[config.mk]
export PLATFORM = sky130hd
export DESIGN_NAME = pwm_generator_fault_control
export DESIGN_NICKNAME = d
export VERILOG_FILES = /design/src/logic/pwm_fault_pkg.sv /design/src/logic/pwm_generator_fault_control.sv
export SDC_FILE = /design/constraint.sdc
export NUM_CORES = 1
export LEC_CHECK = 0
export ABC_AREA = 1
export BUFFER_PORTS_ARGS = -buffer_cell sky130_fd_sc_hd__buf_2
export CORE_MARGIN = 1
export CORE_UTILIZATION = 45
export DETAILED_ROUTE_END_ITERATION = 16
export MAX_ROUTING_LAYER = met4
export PLACE_DENSITY = 0.68
export SYNTH_ARGS = -nofsm -noshare
export SYNTH_HDL_FRONTEND = slang
export SYNTH_SLANG_ARGS = --single-unit
[constraint.sdc]
create_clock -name clk_i -period 4.4 [get_ports clk_i]
set_input_delay 0 -clock clk_i [delete_from_list [all_inputs] [get_ports clk_i]]
set_output_delay 0 -clock clk_i [all_outputs]
set_load 0.01 [all_outputs]
[src/logic/pwm_fault_pkg.sv]
// Constants and state types of the PWM generator fault control block
package pwm_fault_pkg;
    localparam int NUM_GEN  = 4;
    localparam int NUM_EXT  = 4;
    localparam int NUM_DIGITAL_COMPARATOR_TRIGGER = 8;
    localparam int PER_W    = 16;
    localparam int CNT_W    = 16;
    localparam int ADDR_W   = 8;

    // Byte address: bit 7 global, bits 6:5 generator, bits 4:2 register
    localparam int GLOBAL_BIT = 7;
    localparam int GEN_LSB    = 5;
    localparam int REG_LSB    = 2;
    localparam logic [2:0] REG_CTRL   = 3'h0;
    localparam logic [2:0] REG_MINPER = 3'h1;
    localparam logic [2:0] REG_SENSE  = 3'h2;
    localparam logic [2:0] REG_TRIG0  = 3'h3;
    localparam logic [2:0] REG_TRIG1  = 3'h4;
    localparam logic [2:0] REG_STAT0  = 3'h5;
    localparam logic [2:0] REG_STAT1  = 3'h6;
    localparam logic [2:0] REG_COUNT  = 3'h7;
    localparam logic [ADDR_W-1:0] OFS_INT_STAT = 8'h80;
    localparam logic [ADDR_W-1:0] OFS_INT_MASK = 8'h84;

    localparam int CTRL_ENABLE = 0;
    localparam int CTRL_LATCH  = 1;
    localparam int CTRL_MINPER = 2;
    localparam int CTRL_EXTSRC = 3;

    localparam logic [NUM_EXT-1:0]  SENSE_RST  = 4'hf;
    localparam logic [NUM_EXT-1:0]  TRIG0_RST  = 4'h1;
    localparam logic [NUM_DIGITAL_COMPARATOR_TRIGGER-1:0] TRIG1_RST  = 8'h00;
    localparam logic [PER_W-1:0]    MINPER_RST = 16'h0000;

    typedef struct packed {
        logic ext_src;
        logic min_per;
        logic latch;
        logic enable;
    } gen_ctrl_type;

    typedef struct packed {
        gen_ctrl_type         ctrl;
        logic [PER_W-1:0]     minper;
        logic [NUM_EXT-1:0]   sense;
        logic [NUM_EXT-1:0]   trig0;
        logic [NUM_DIGITAL_COMPARATOR_TRIGGER-1:0]  trig1;
        logic [NUM_EXT-1:0]   lat0;
        logic [NUM_DIGITAL_COMPARATOR_TRIGGER-1:0]  lat1;
        logic [PER_W-1:0]     timer;
        logic [CNT_W-1:0]     count;
        logic                 fault;
    } gen_state_type;

    typedef struct packed {
        gen_state_type [NUM_GEN-1:0] gen;
        logic [NUM_EXT-1:0]          sync1;
        logic [NUM_EXT-1:0]          sync2;
        logic [NUM_GEN-1:0]          int_stat;
        logic [NUM_GEN-1:0]          int_mask;
        logic                        ack;
        logic [31:0]                 rdata;
    } state_type;
endpackage : pwm_fault_pkg

[src/logic/pwm_generator_fault_control.sv]
// Run gating and fault trigger logic for four PWM generators
// Operation
// - Enabled generator counter advances on every PWM clock
// - Disabled generator counter keeps its clock but gets no count enable, and holds
// - Per generator polarity for each of four external fault inputs
// - Per generator minimum fault period in clocks, used in its mode
// - Minimum period mode stretches fault for programmed clocks
// - Fault is OR of selected sources after polarity adjust
// - Legacy mode and reset use only external fault input 0
// - Extended source mode uses programmed trigger selection
// - Selection split: group 0 four inputs, group 1 eight triggers
// - Selection of each group reads back one bit per source
// - Status returns live triggers, or latched ones in latch mode
// - Status bit one means source active, laid out as selection
// - Latched trigger stays set until software clears it
// - Per generator bit chooses latched or direct faults
// - Fault interrupt raised from OR of generator fault triggers
//
// The implementer's own choices: the Avalon-MM interface to the registers and the register offsets.
`timescale 1ns/1ps
`default_nettype none
module pwm_generator_fault_control
    import pwm_fault_pkg::*;
(
    input  wire logic                              clk_i,
    input  wire logic                              rst_n_i,
    input  wire logic [ADDR_W-1:0]                 address_i,
    input  wire logic                              read_i,
    input  wire logic                              write_i,
    input  wire logic [3:0]                        byteenable_i,
    input  wire logic [31:0]                       writedata_i,
    output logic [31:0]                            readdata_o,
    output logic                                   waitrequest_o,
    input  wire logic [NUM_EXT-1:0]                ext_fault_input_i,
    input  wire logic [NUM_GEN-1:0][NUM_DIGITAL_COMPARATOR_TRIGGER-1:0]  digital_comparator_trigger_i,
    output logic [NUM_GEN-1:0]                     gen_run_o,
    output logic [NUM_GEN-1:0]                     gen_fault_o,
    output logic [NUM_GEN-1:0][CNT_W-1:0]          gen_count_o,
    output logic                                   irq_o
);

    function automatic logic [1:0] gen_of(input logic [ADDR_W-1:0] a);
        gen_of = a[GEN_LSB+1:GEN_LSB];
    endfunction : gen_of

    function automatic logic [2:0] reg_of(input logic [ADDR_W-1:0] a);
        reg_of = a[REG_LSB+2:REG_LSB];
    endfunction : reg_of

    state_type s;
    state_type n;

    logic                              wr_c;
    logic                              rd_take_c;
    logic [NUM_GEN-1:0]                hit_c;
    logic [NUM_GEN-1:0][NUM_EXT-1:0]   adj_c;
    logic [NUM_GEN-1:0][NUM_EXT-1:0]   stat0_c;
    logic [NUM_GEN-1:0][NUM_DIGITAL_COMPARATOR_TRIGGER-1:0]  stat1_c;
    logic [NUM_GEN-1:0][NUM_EXT-1:0]   clr0_c;
    logic [NUM_GEN-1:0][NUM_DIGITAL_COMPARATOR_TRIGGER-1:0]  clr1_c;
    logic [NUM_GEN-1:0]                src_c;

    // One wait cycle lets read data come from a flop
    assign waitrequest_o = (read_i | write_i) & ~s.ack;
    assign readdata_o    = s.rdata;
    assign wr_c          = write_i & s.ack & (byteenable_i != 4'h0);
    assign rd_take_c     = read_i & s.ack;
    assign irq_o         = |(s.int_stat & s.int_mask);

    generate
        for (genvar g = 0; g < NUM_GEN; g++) begin : g_src
            assign hit_c[g] = wr_c & ~address_i[GLOBAL_BIT]
                            & (gen_of(address_i) == 2'(g));
            // High sense bit takes a high level as asserted
            assign adj_c[g] = ~(s.sync2 ^ s.gen[g].sense);
            assign stat0_c[g] = s.gen[g].ctrl.latch
                              ? (s.gen[g].lat0 | adj_c[g])
                              : adj_c[g];
            assign stat1_c[g] = s.gen[g].ctrl.latch
                              ? (s.gen[g].lat1
                                 | digital_comparator_trigger_i[g])
                              : digital_comparator_trigger_i[g];
            assign clr0_c[g] = (hit_c[g] && reg_of(address_i) == REG_STAT0)
                             ? writedata_i[NUM_EXT-1:0] : '0;
            assign clr1_c[g] = (hit_c[g] && reg_of(address_i) == REG_STAT1)
                             ? writedata_i[NUM_DIGITAL_COMPARATOR_TRIGGER-1:0] : '0;
            assign src_c[g] = s.gen[g].ctrl.ext_src
                            ? (|(stat0_c[g] & s.gen[g].trig0)
                               | |(stat1_c[g] & s.gen[g].trig1))
                            : stat0_c[g][0];
            assign gen_run_o[g]   = s.gen[g].ctrl.enable;
            assign gen_fault_o[g] = s.gen[g].fault;
            assign gen_count_o[g] = s.gen[g].count;
        end
    endgenerate

    always_comb begin
        logic [1:0] gi;
        logic [2:0] ri;
        gi = gen_of(address_i);
        ri = reg_of(address_i);
        n = s;
        n.ack = (read_i | write_i) & ~s.ack;
        n.sync1 = ext_fault_input_i;
        n.sync2 = s.sync1;
        if (read_i && !s.ack) begin
            n.rdata = '0;
            if (address_i == OFS_INT_STAT) begin
                n.rdata[NUM_GEN-1:0] = s.int_stat;
            end else if (address_i == OFS_INT_MASK) begin
                n.rdata[NUM_GEN-1:0] = s.int_mask;
            end else if (!address_i[GLOBAL_BIT]) begin
                unique case (ri)
                    REG_CTRL:   n.rdata[3:0] = s.gen[gi].ctrl;
                    REG_MINPER: n.rdata[PER_W-1:0] = s.gen[gi].minper;
                    REG_SENSE:  n.rdata[NUM_EXT-1:0] = s.gen[gi].sense;
                    REG_TRIG0:  n.rdata[NUM_EXT-1:0] = s.gen[gi].trig0;
                    REG_TRIG1:  n.rdata[NUM_DIGITAL_COMPARATOR_TRIGGER-1:0] = s.gen[gi].trig1;
                    REG_STAT0:  n.rdata[NUM_EXT-1:0] = stat0_c[gi];
                    REG_STAT1:  n.rdata[NUM_DIGITAL_COMPARATOR_TRIGGER-1:0] = stat1_c[gi];
                    REG_COUNT:  n.rdata[CNT_W-1:0] = s.gen[gi].count;
                endcase
            end
        end
        if (wr_c && address_i == OFS_INT_MASK) begin
            n.int_mask = writedata_i[NUM_GEN-1:0];
        end
        // Only reported bits clear, so a rise after the snapshot survives
        if (rd_take_c && address_i == OFS_INT_STAT) begin
            n.int_stat = s.int_stat & ~s.rdata[NUM_GEN-1:0];
        end
        for (int g = 0; g < NUM_GEN; g++) begin
            if (hit_c[g]) begin
                unique case (ri)
                    REG_CTRL:   n.gen[g].ctrl = writedata_i[3:0];
                    REG_MINPER: n.gen[g].minper = writedata_i[PER_W-1:0];
                    REG_SENSE:  n.gen[g].sense = writedata_i[NUM_EXT-1:0];
                    REG_TRIG0:  n.gen[g].trig0 = writedata_i[NUM_EXT-1:0];
                    REG_TRIG1:  n.gen[g].trig1 = writedata_i[NUM_DIGITAL_COMPARATOR_TRIGGER-1:0];
                    default:    n.gen[g].ctrl = s.gen[g].ctrl;
                endcase
            end
            // A source active in the clearing cycle keeps its bit
            n.gen[g].lat0 = (s.gen[g].lat0 & ~clr0_c[g]) | adj_c[g];
            n.gen[g].lat1 = (s.gen[g].lat1 & ~clr1_c[g])
                          | digital_comparator_trigger_i[g];
            if (src_c[g]) begin
                n.gen[g].timer = s.gen[g].minper;
            end else if (s.gen[g].timer != '0) begin
                n.gen[g].timer = s.gen[g].timer - 1'b1;
            end
            n.gen[g].fault = src_c[g] | (s.gen[g].ctrl.min_per
                                         & (s.gen[g].timer != '0));
            if (n.gen[g].fault && !s.gen[g].fault) begin
                n.int_stat[g] = 1'b1;
            end
            // Gating the count enable instead of the clock itself
            if (s.gen[g].ctrl.enable) begin
                n.gen[g].count = s.gen[g].count + 1'b1;
            end
        end
    end

    always_ff @(posedge clk_i or negedge rst_n_i) begin
        if (!rst_n_i) begin
            s <= '0;
            for (int g = 0; g < NUM_GEN; g++) begin
                s.gen[g].sense  <= SENSE_RST;
                s.gen[g].trig0  <= TRIG0_RST;
                s.gen[g].trig1  <= TRIG1_RST;
                s.gen[g].minper <= MINPER_RST;
            end
        end else begin
            s <= n;
        end
    end

    generate
        for (genvar g = 0; g < NUM_GEN; g++) begin : g_chk
            property p_run;
                @(posedge clk_i) disable iff (!rst_n_i)
                s.gen[g].ctrl.enable |=>
                    s.gen[g].count == $past(s.gen[g].count) + 1'b1;
            endproperty
            a_run: assert property (p_run)
                else $error("enabled counter did not advance");

            property p_hold;
                @(posedge clk_i) disable iff (!rst_n_i)
                !s.gen[g].ctrl.enable |=> $stable(s.gen[g].count);
            endproperty
            a_hold: assert property (p_hold)
                else $error("disabled counter moved");

            property p_legacy;
                @(posedge clk_i) disable iff (!rst_n_i)
                (!s.gen[g].ctrl.ext_src && !s.gen[g].ctrl.min_per
                 && !s.gen[g].ctrl.latch)
                |=> gen_fault_o[g] == $past(adj_c[g][0]);
            endproperty
            a_legacy: assert property (p_legacy)
                else $error("legacy fault not input 0");

            property p_or;
                @(posedge clk_i) disable iff (!rst_n_i)
                (s.gen[g].ctrl.ext_src && !s.gen[g].ctrl.min_per
                 && !s.gen[g].ctrl.latch)
                |=> gen_fault_o[g] == $past(|(adj_c[g] & s.gen[g].trig0)
                    | |(digital_comparator_trigger_i[g]
                        & s.gen[g].trig1));
            endproperty
            a_or: assert property (p_or)
                else $error("fault not OR of selected sources");

            property p_minper;
                @(posedge clk_i) disable iff (!rst_n_i)
                (src_c[g] && s.gen[g].ctrl.min_per
                 && s.gen[g].minper >= 16'h0003
                 && !(|hit_c))
                |=> gen_fault_o[g] [*3];
            endproperty
            a_minper: assert property (p_minper)
                else $error("fault shorter than minimum period");

            property p_latch_keep;
                @(posedge clk_i) disable iff (!rst_n_i)
                1'b1 |=> (($past(s.gen[g].lat0 & ~clr0_c[g])
                           & ~s.gen[g].lat0) == '0);
            endproperty
            a_latch_keep: assert property (p_latch_keep)
                else $error("latched trigger lost without clear");

            property p_latch_set;
                @(posedge clk_i) disable iff (!rst_n_i)
                1'b1 |=> (($past(digital_comparator_trigger_i[g])
                           & ~s.gen[g].lat1) == '0);
            endproperty
            a_latch_set: assert property (p_latch_set)
                else $error("active trigger not latched");

            property p_irq;
                @(posedge clk_i) disable iff (!rst_n_i)
                ($rose(gen_fault_o[g]) && s.int_mask[g])
                |-> ##[0:1] irq_o;
            endproperty
            a_irq: assert property (p_irq)
                else $error("fault rise gave no interrupt");

            property p_sense_low;
                @(posedge clk_i) disable iff (!rst_n_i)
                (!s.gen[g].ctrl.ext_src && !s.gen[g].ctrl.latch
                 && !s.gen[g].sense[0] && !s.sync2[0])
                |=> gen_fault_o[g];
            endproperty
            a_sense_low: assert property (p_sense_low)
                else $error("low sense fault not seen");

            property p_sense_high;
                @(posedge clk_i) disable iff (!rst_n_i)
                (!s.gen[g].ctrl.ext_src && !s.gen[g].ctrl.latch
                 && !s.gen[g].ctrl.min_per
                 && s.gen[g].sense[0] && !s.sync2[0])
                |=> !gen_fault_o[g];
            endproperty
            a_sense_high: assert property (p_sense_high)
                else $error("high sense fault on low level");

            property p_stretch;
                @(posedge clk_i) disable iff (!rst_n_i)
                (s.gen[g].ctrl.min_per && s.gen[g].timer != 16'h0000)
                |=> gen_fault_o[g];
            endproperty
            a_stretch: assert property (p_stretch)
                else $error("fault dropped while period timer ran");

            property p_reload;
                @(posedge clk_i) disable iff (!rst_n_i)
                src_c[g] |=> s.gen[g].timer == $past(s.gen[g].minper);
            endproperty
            a_reload: assert property (p_reload)
                else $error("period timer not reloaded");

            property p_countdown;
                @(posedge clk_i) disable iff (!rst_n_i)
                (!src_c[g] && s.gen[g].timer != 16'h0000)
                |=> s.gen[g].timer == $past(s.gen[g].timer) - 16'h0001;
            endproperty
            a_countdown: assert property (p_countdown)
                else $error("period timer did not count down");

            property p_latch_clear;
                @(posedge clk_i) disable iff (!rst_n_i)
                ((clr0_c[g] & ~adj_c[g]) != 4'h0)
                |=> (s.gen[g].lat0 & $past(clr0_c[g] & ~adj_c[g])) == 4'h0;
            endproperty
            a_latch_clear: assert property (p_latch_clear)
                else $error("cleared trigger stayed latched");

            property p_int_set;
                @(posedge clk_i) disable iff (!rst_n_i)
                $rose(gen_fault_o[g]) |-> s.int_stat[g];
            endproperty
            a_int_set: assert property (p_int_set)
                else $error("fault rise not recorded");

            property p_int_keep;
                @(posedge clk_i) disable iff (!rst_n_i)
                (s.int_stat[g] && !(rd_take_c && address_i == OFS_INT_STAT))
                |=> s.int_stat[g];
            endproperty
            a_int_keep: assert property (p_int_keep)
                else $error("interrupt status lost without read");

            property p_sel_write;
                @(posedge clk_i) disable iff (!rst_n_i)
                (hit_c[g] && reg_of(address_i) == REG_TRIG1)
                |=> s.gen[g].trig1 == $past(writedata_i[NUM_DIGITAL_COMPARATOR_TRIGGER-1:0]);
            endproperty
            a_sel_write: assert property (p_sel_write)
                else $error("group 1 selection not written");

            property p_live_stat;
                @(posedge clk_i) disable iff (!rst_n_i)
                (read_i && !s.ack && !address_i[GLOBAL_BIT]
                 && gen_of(address_i) == 2'(g)
                 && reg_of(address_i) == REG_STAT1 && !s.gen[g].ctrl.latch)
                |=> readdata_o[NUM_DIGITAL_COMPARATOR_TRIGGER-1:0]
                    == $past(digital_comparator_trigger_i[g]);
            endproperty
            a_live_stat: assert property (p_live_stat)
                else $error("live trigger status wrong");
        end
    endgenerate

    c_fault: cover property (@(posedge clk_i) disable iff (!rst_n_i)
        $rose(gen_fault_o[0]));
    c_stretch: cover property (@(posedge clk_i) disable iff (!rst_n_i)
        s.gen[0].ctrl.min_per && !src_c[0] && gen_fault_o[0]);
    c_irq: cover property (@(posedge clk_i) disable iff (!rst_n_i)
        $rose(irq_o));
    c_latch: cover property (@(posedge clk_i) disable iff (!rst_n_i)
        s.gen[2].ctrl.latch && s.gen[2].lat0[3] && !s.sync2[3]);
    c_low_sense: cover property (@(posedge clk_i) disable iff (!rst_n_i)
        !s.gen[3].sense[0] && gen_fault_o[3]);

endmodule : pwm_generator_fault_control
`default_nettype wire

==> results.md <==
* Outcome: finished clean
* Clock-pin slew on the worst setup and hold paths at 60 ps
* Setup TNS Final at 0 ps
* Post-DP HPWL at 40300 um
* Cells after Synth at 2527
* Final min period at 2740 ps
* Yosys top cell by area: dfrtp_1
* Flops & latches, synth at 357
* Yosys cell types at 51
* Setup crit start kind: flip-flop
* Worst clock skew at 19.3 ps
* Die Y at 209 um
* DR vias at 16900
* Worst-Margin Slew at 1140 ps
* Design Area, Final at 21600 um2
* Number of synthesized flops with an enable pin at 0
* H-tree depth at 2
* Antenna violations before repair at 1
* Yosys top cell area share at 0.437
* Largest net degree at the start of global routing at 136
* Reg power frac at 0.422
* Max-slew violations at 0
* Clock network power share at 0.343
* Routed length per instance at 17.9 um
* Ys async rst share at 1.00
* # port buffers at 157
* Fill count at 4059
* Ys Warns at 0
* Mapped cell area at 19300 um2
* Unrepaired setup endpoints after global routing: false
* Rel. slew slack at 0.241
* Total grt overflow at 0
* Tcrit/Tclk final at 0.623
* Bufs on Longest Clock Path at 3
* Multi-input logic area at 8420 um2
* Clock Sink Count at 357
* Clock latency on the worst-skew pair at 550 ps
* Most common cell after layout, fill and taps aside: nand2_1
* First-pass GRT wire length at 89400 um
* Hold Vio Cnt, Final at 0
* Post-DP Area at 19800 um2
* Clock buffer count from CTS at 39
* Worst-path fanout max at 21
* Most frequent cells in the layout: nand2_1 (938), dfrtp_1 (337), o21ai_0 (264)
* Top post-synthesis cells by area: dfrtp_1 (44%), nand2_1 (18%), o21ai_0 (6.9%), buf_4 (4.1%), inv_1 (4.0%)
* Post-route DRC at 0
* Via density at 5.30
* Die X-Extent at 209 um
* Hold Crit Class: in2reg
* Starting density of the core at 0.458
* NetSw at 3.24 mW
* PwrDens at 451 nW/um2
* Min Hold Slack at 34.9 ps
* Synthesized area per cell at 7.63 um2
* P_int at 6.51 mW
* Die area at 43700 um2
* Comb pwr share at 0.235
* CP arrival at 3180 ps
* Sequential area share after synthesis at 0.465
* TritonCTS clock tree: built
* Core region area at 42100 um2
* Layout net count at 2715
* MaxCap Viol Count at 0
* Fin util at 0.513
* Pre-antenna DRT Iters at 6
* Total Routed Length at 57000 um
* Gr usage total at 0.271
* GPL Wtd Cong at 0.931
* Row count at 75
* CTS root buf: clkbuf_16
* Register area at 8960 um2
* Vias in the first global route at 16200
* Share of cells above drive strength 1 at 0.119
* Area growth syn-to-layout at 12.1%
* VDD IR max at 0.245 mV
* Number of nets with antenna violations after routing at 0
* Number of DRC markers in iteration 0 at 1733
* FMAX at 365 MHz
* Critical Path RT at 4830 ps
* Leakage at 10.8 nW
* Net Sw Frac at 0.332
* Critical Path Sink Type: flip-flop
* Io pins at 190
* Final setup vio count at 0
* Critical path class: reg2reg
* Top FF cell, synth: dfrtp_1
* Post-CTS Resized at 0
-- sequential cells by signal, summed over array words and instances (netlist names) --
signal and count:
gen_run_o 4, gen_fault_o 4, n 4, gen_count_o 64
s 265, readdata_o 16
-- power groups by stage --
stage	clock [mW]	sequential, mW	combinational [mW]
global route	3.53	4.16	2.63
detailed placement	0	4.15	2.24
finish	3.34	4.12	2.29
global placement	0	4.15	2.19
CTS	3.41	4.11	2.29
floorplan	0	4.03	1.79
-- metal layers --
metal / vias to the layer above / track usage / share of wire
met1: 8057 / 0.362 / 0.44
li1: 8107 / - / -
met4: 0 / 0.105 / 0.036
met2: 632 / 0.414 / 0.46
met5: - / - / 0
met3: 113 / 0.0406 / 0.072
-- critical path, cell delays in order (launching register included) --
cell	delay (ps)
dfrtp_1	620
nand2_1	150
nand2_1	90
nand2_1	80
nand2_1	50
nor2_1	120
nand2_1	170
o21ai_2	300
nand2_1	470
inv_1	240
nand2_1	100
nand2_1	170
nand2_1	70
-- repair_timing --
action	in CTS	in global routing
hold buffers	51	0
setup endpoints to repair	0	0
endpoints found under the hold margin	170	0
buffers inserted	0	0
-- Yosys cell counts (all sizes together) (2+ instances only) --
master   count
nand4       32
inv        212
clkinv       2
o211ai       3
o22ai       16
a31oi        2
nor4         5
nand3      101
a21oi       19
o21ai      270
clkbuf      45
xnor2       19
a21boi       5
a21o         5
a22o        15
nand2      959
dfstp       20
nor3        37
buf        141
a22oi       21
or2         11
o2111ai      2
dfrtp      337
ha           8
xor2        82
nor2       145
and2         4
-- cell families (layout without fill, tap and decap cells) --
| family | Yosys count | count (layout) | synth area share |
|---|---|---|---|
| flip-flops | 357 | 357 | 0.465 |
| multiplexers | 1 | 1 | 0.000584 |
| AND/OR/NAND/NOR | 1296 | 1296 | 0.276 |
| AO/OA/AOI/OAI | 363 | 363 | 0.106 |
| buffers and inverters | 400 | 509 | 0.102 |
| XOR/XNOR | 101 | 101 | 0.0459 |
| adder cells (fa/ha/maj) | 8 | 8 | 0.00519 |
| other | 1 | 17 | 0.000194 |
-- per-stage QoR --
step	power [mW]	setup WS [ps]	cells
final	9.75	1660	3191
after global routing	10.3	1400	3191
after CTS	9.81	1660	3190
after detailed placement	6.39	1600	3070
after global placement	6.34	1660	3070
after floorplan	5.82	2680	2542
-- layout make-up --
type                    count  share of cell area
multi-input cells        1785               0.389
well taps                 539              0.0312
inverters                 214              0.0372
clock inverters            13             0.00718
repair buffers            226              0.0678
diodes                      1            0.000116
flip-flops and latches    357               0.414
clock buffers              56              0.0528
-- path summary, 6_finish.rpt --
check / from / end / slack (ps) / depth (start not counted)
worst min register to register: n[41] / s[41] / 350 / 0
worst min-delay path: writedata_i[6] / s[181] / 30 / 3
worst max-delay path: s[208] / s[38] / 1660 / 12
max in group asynchronous: rst_n_i / s[88] / 3050 / 3
worst max register to register: s[208] / s[38] / 1660 / 12
min in group asynchronous: rst_n_i / s[158] / 60 / 2
(Power assumes the default switching activity.)
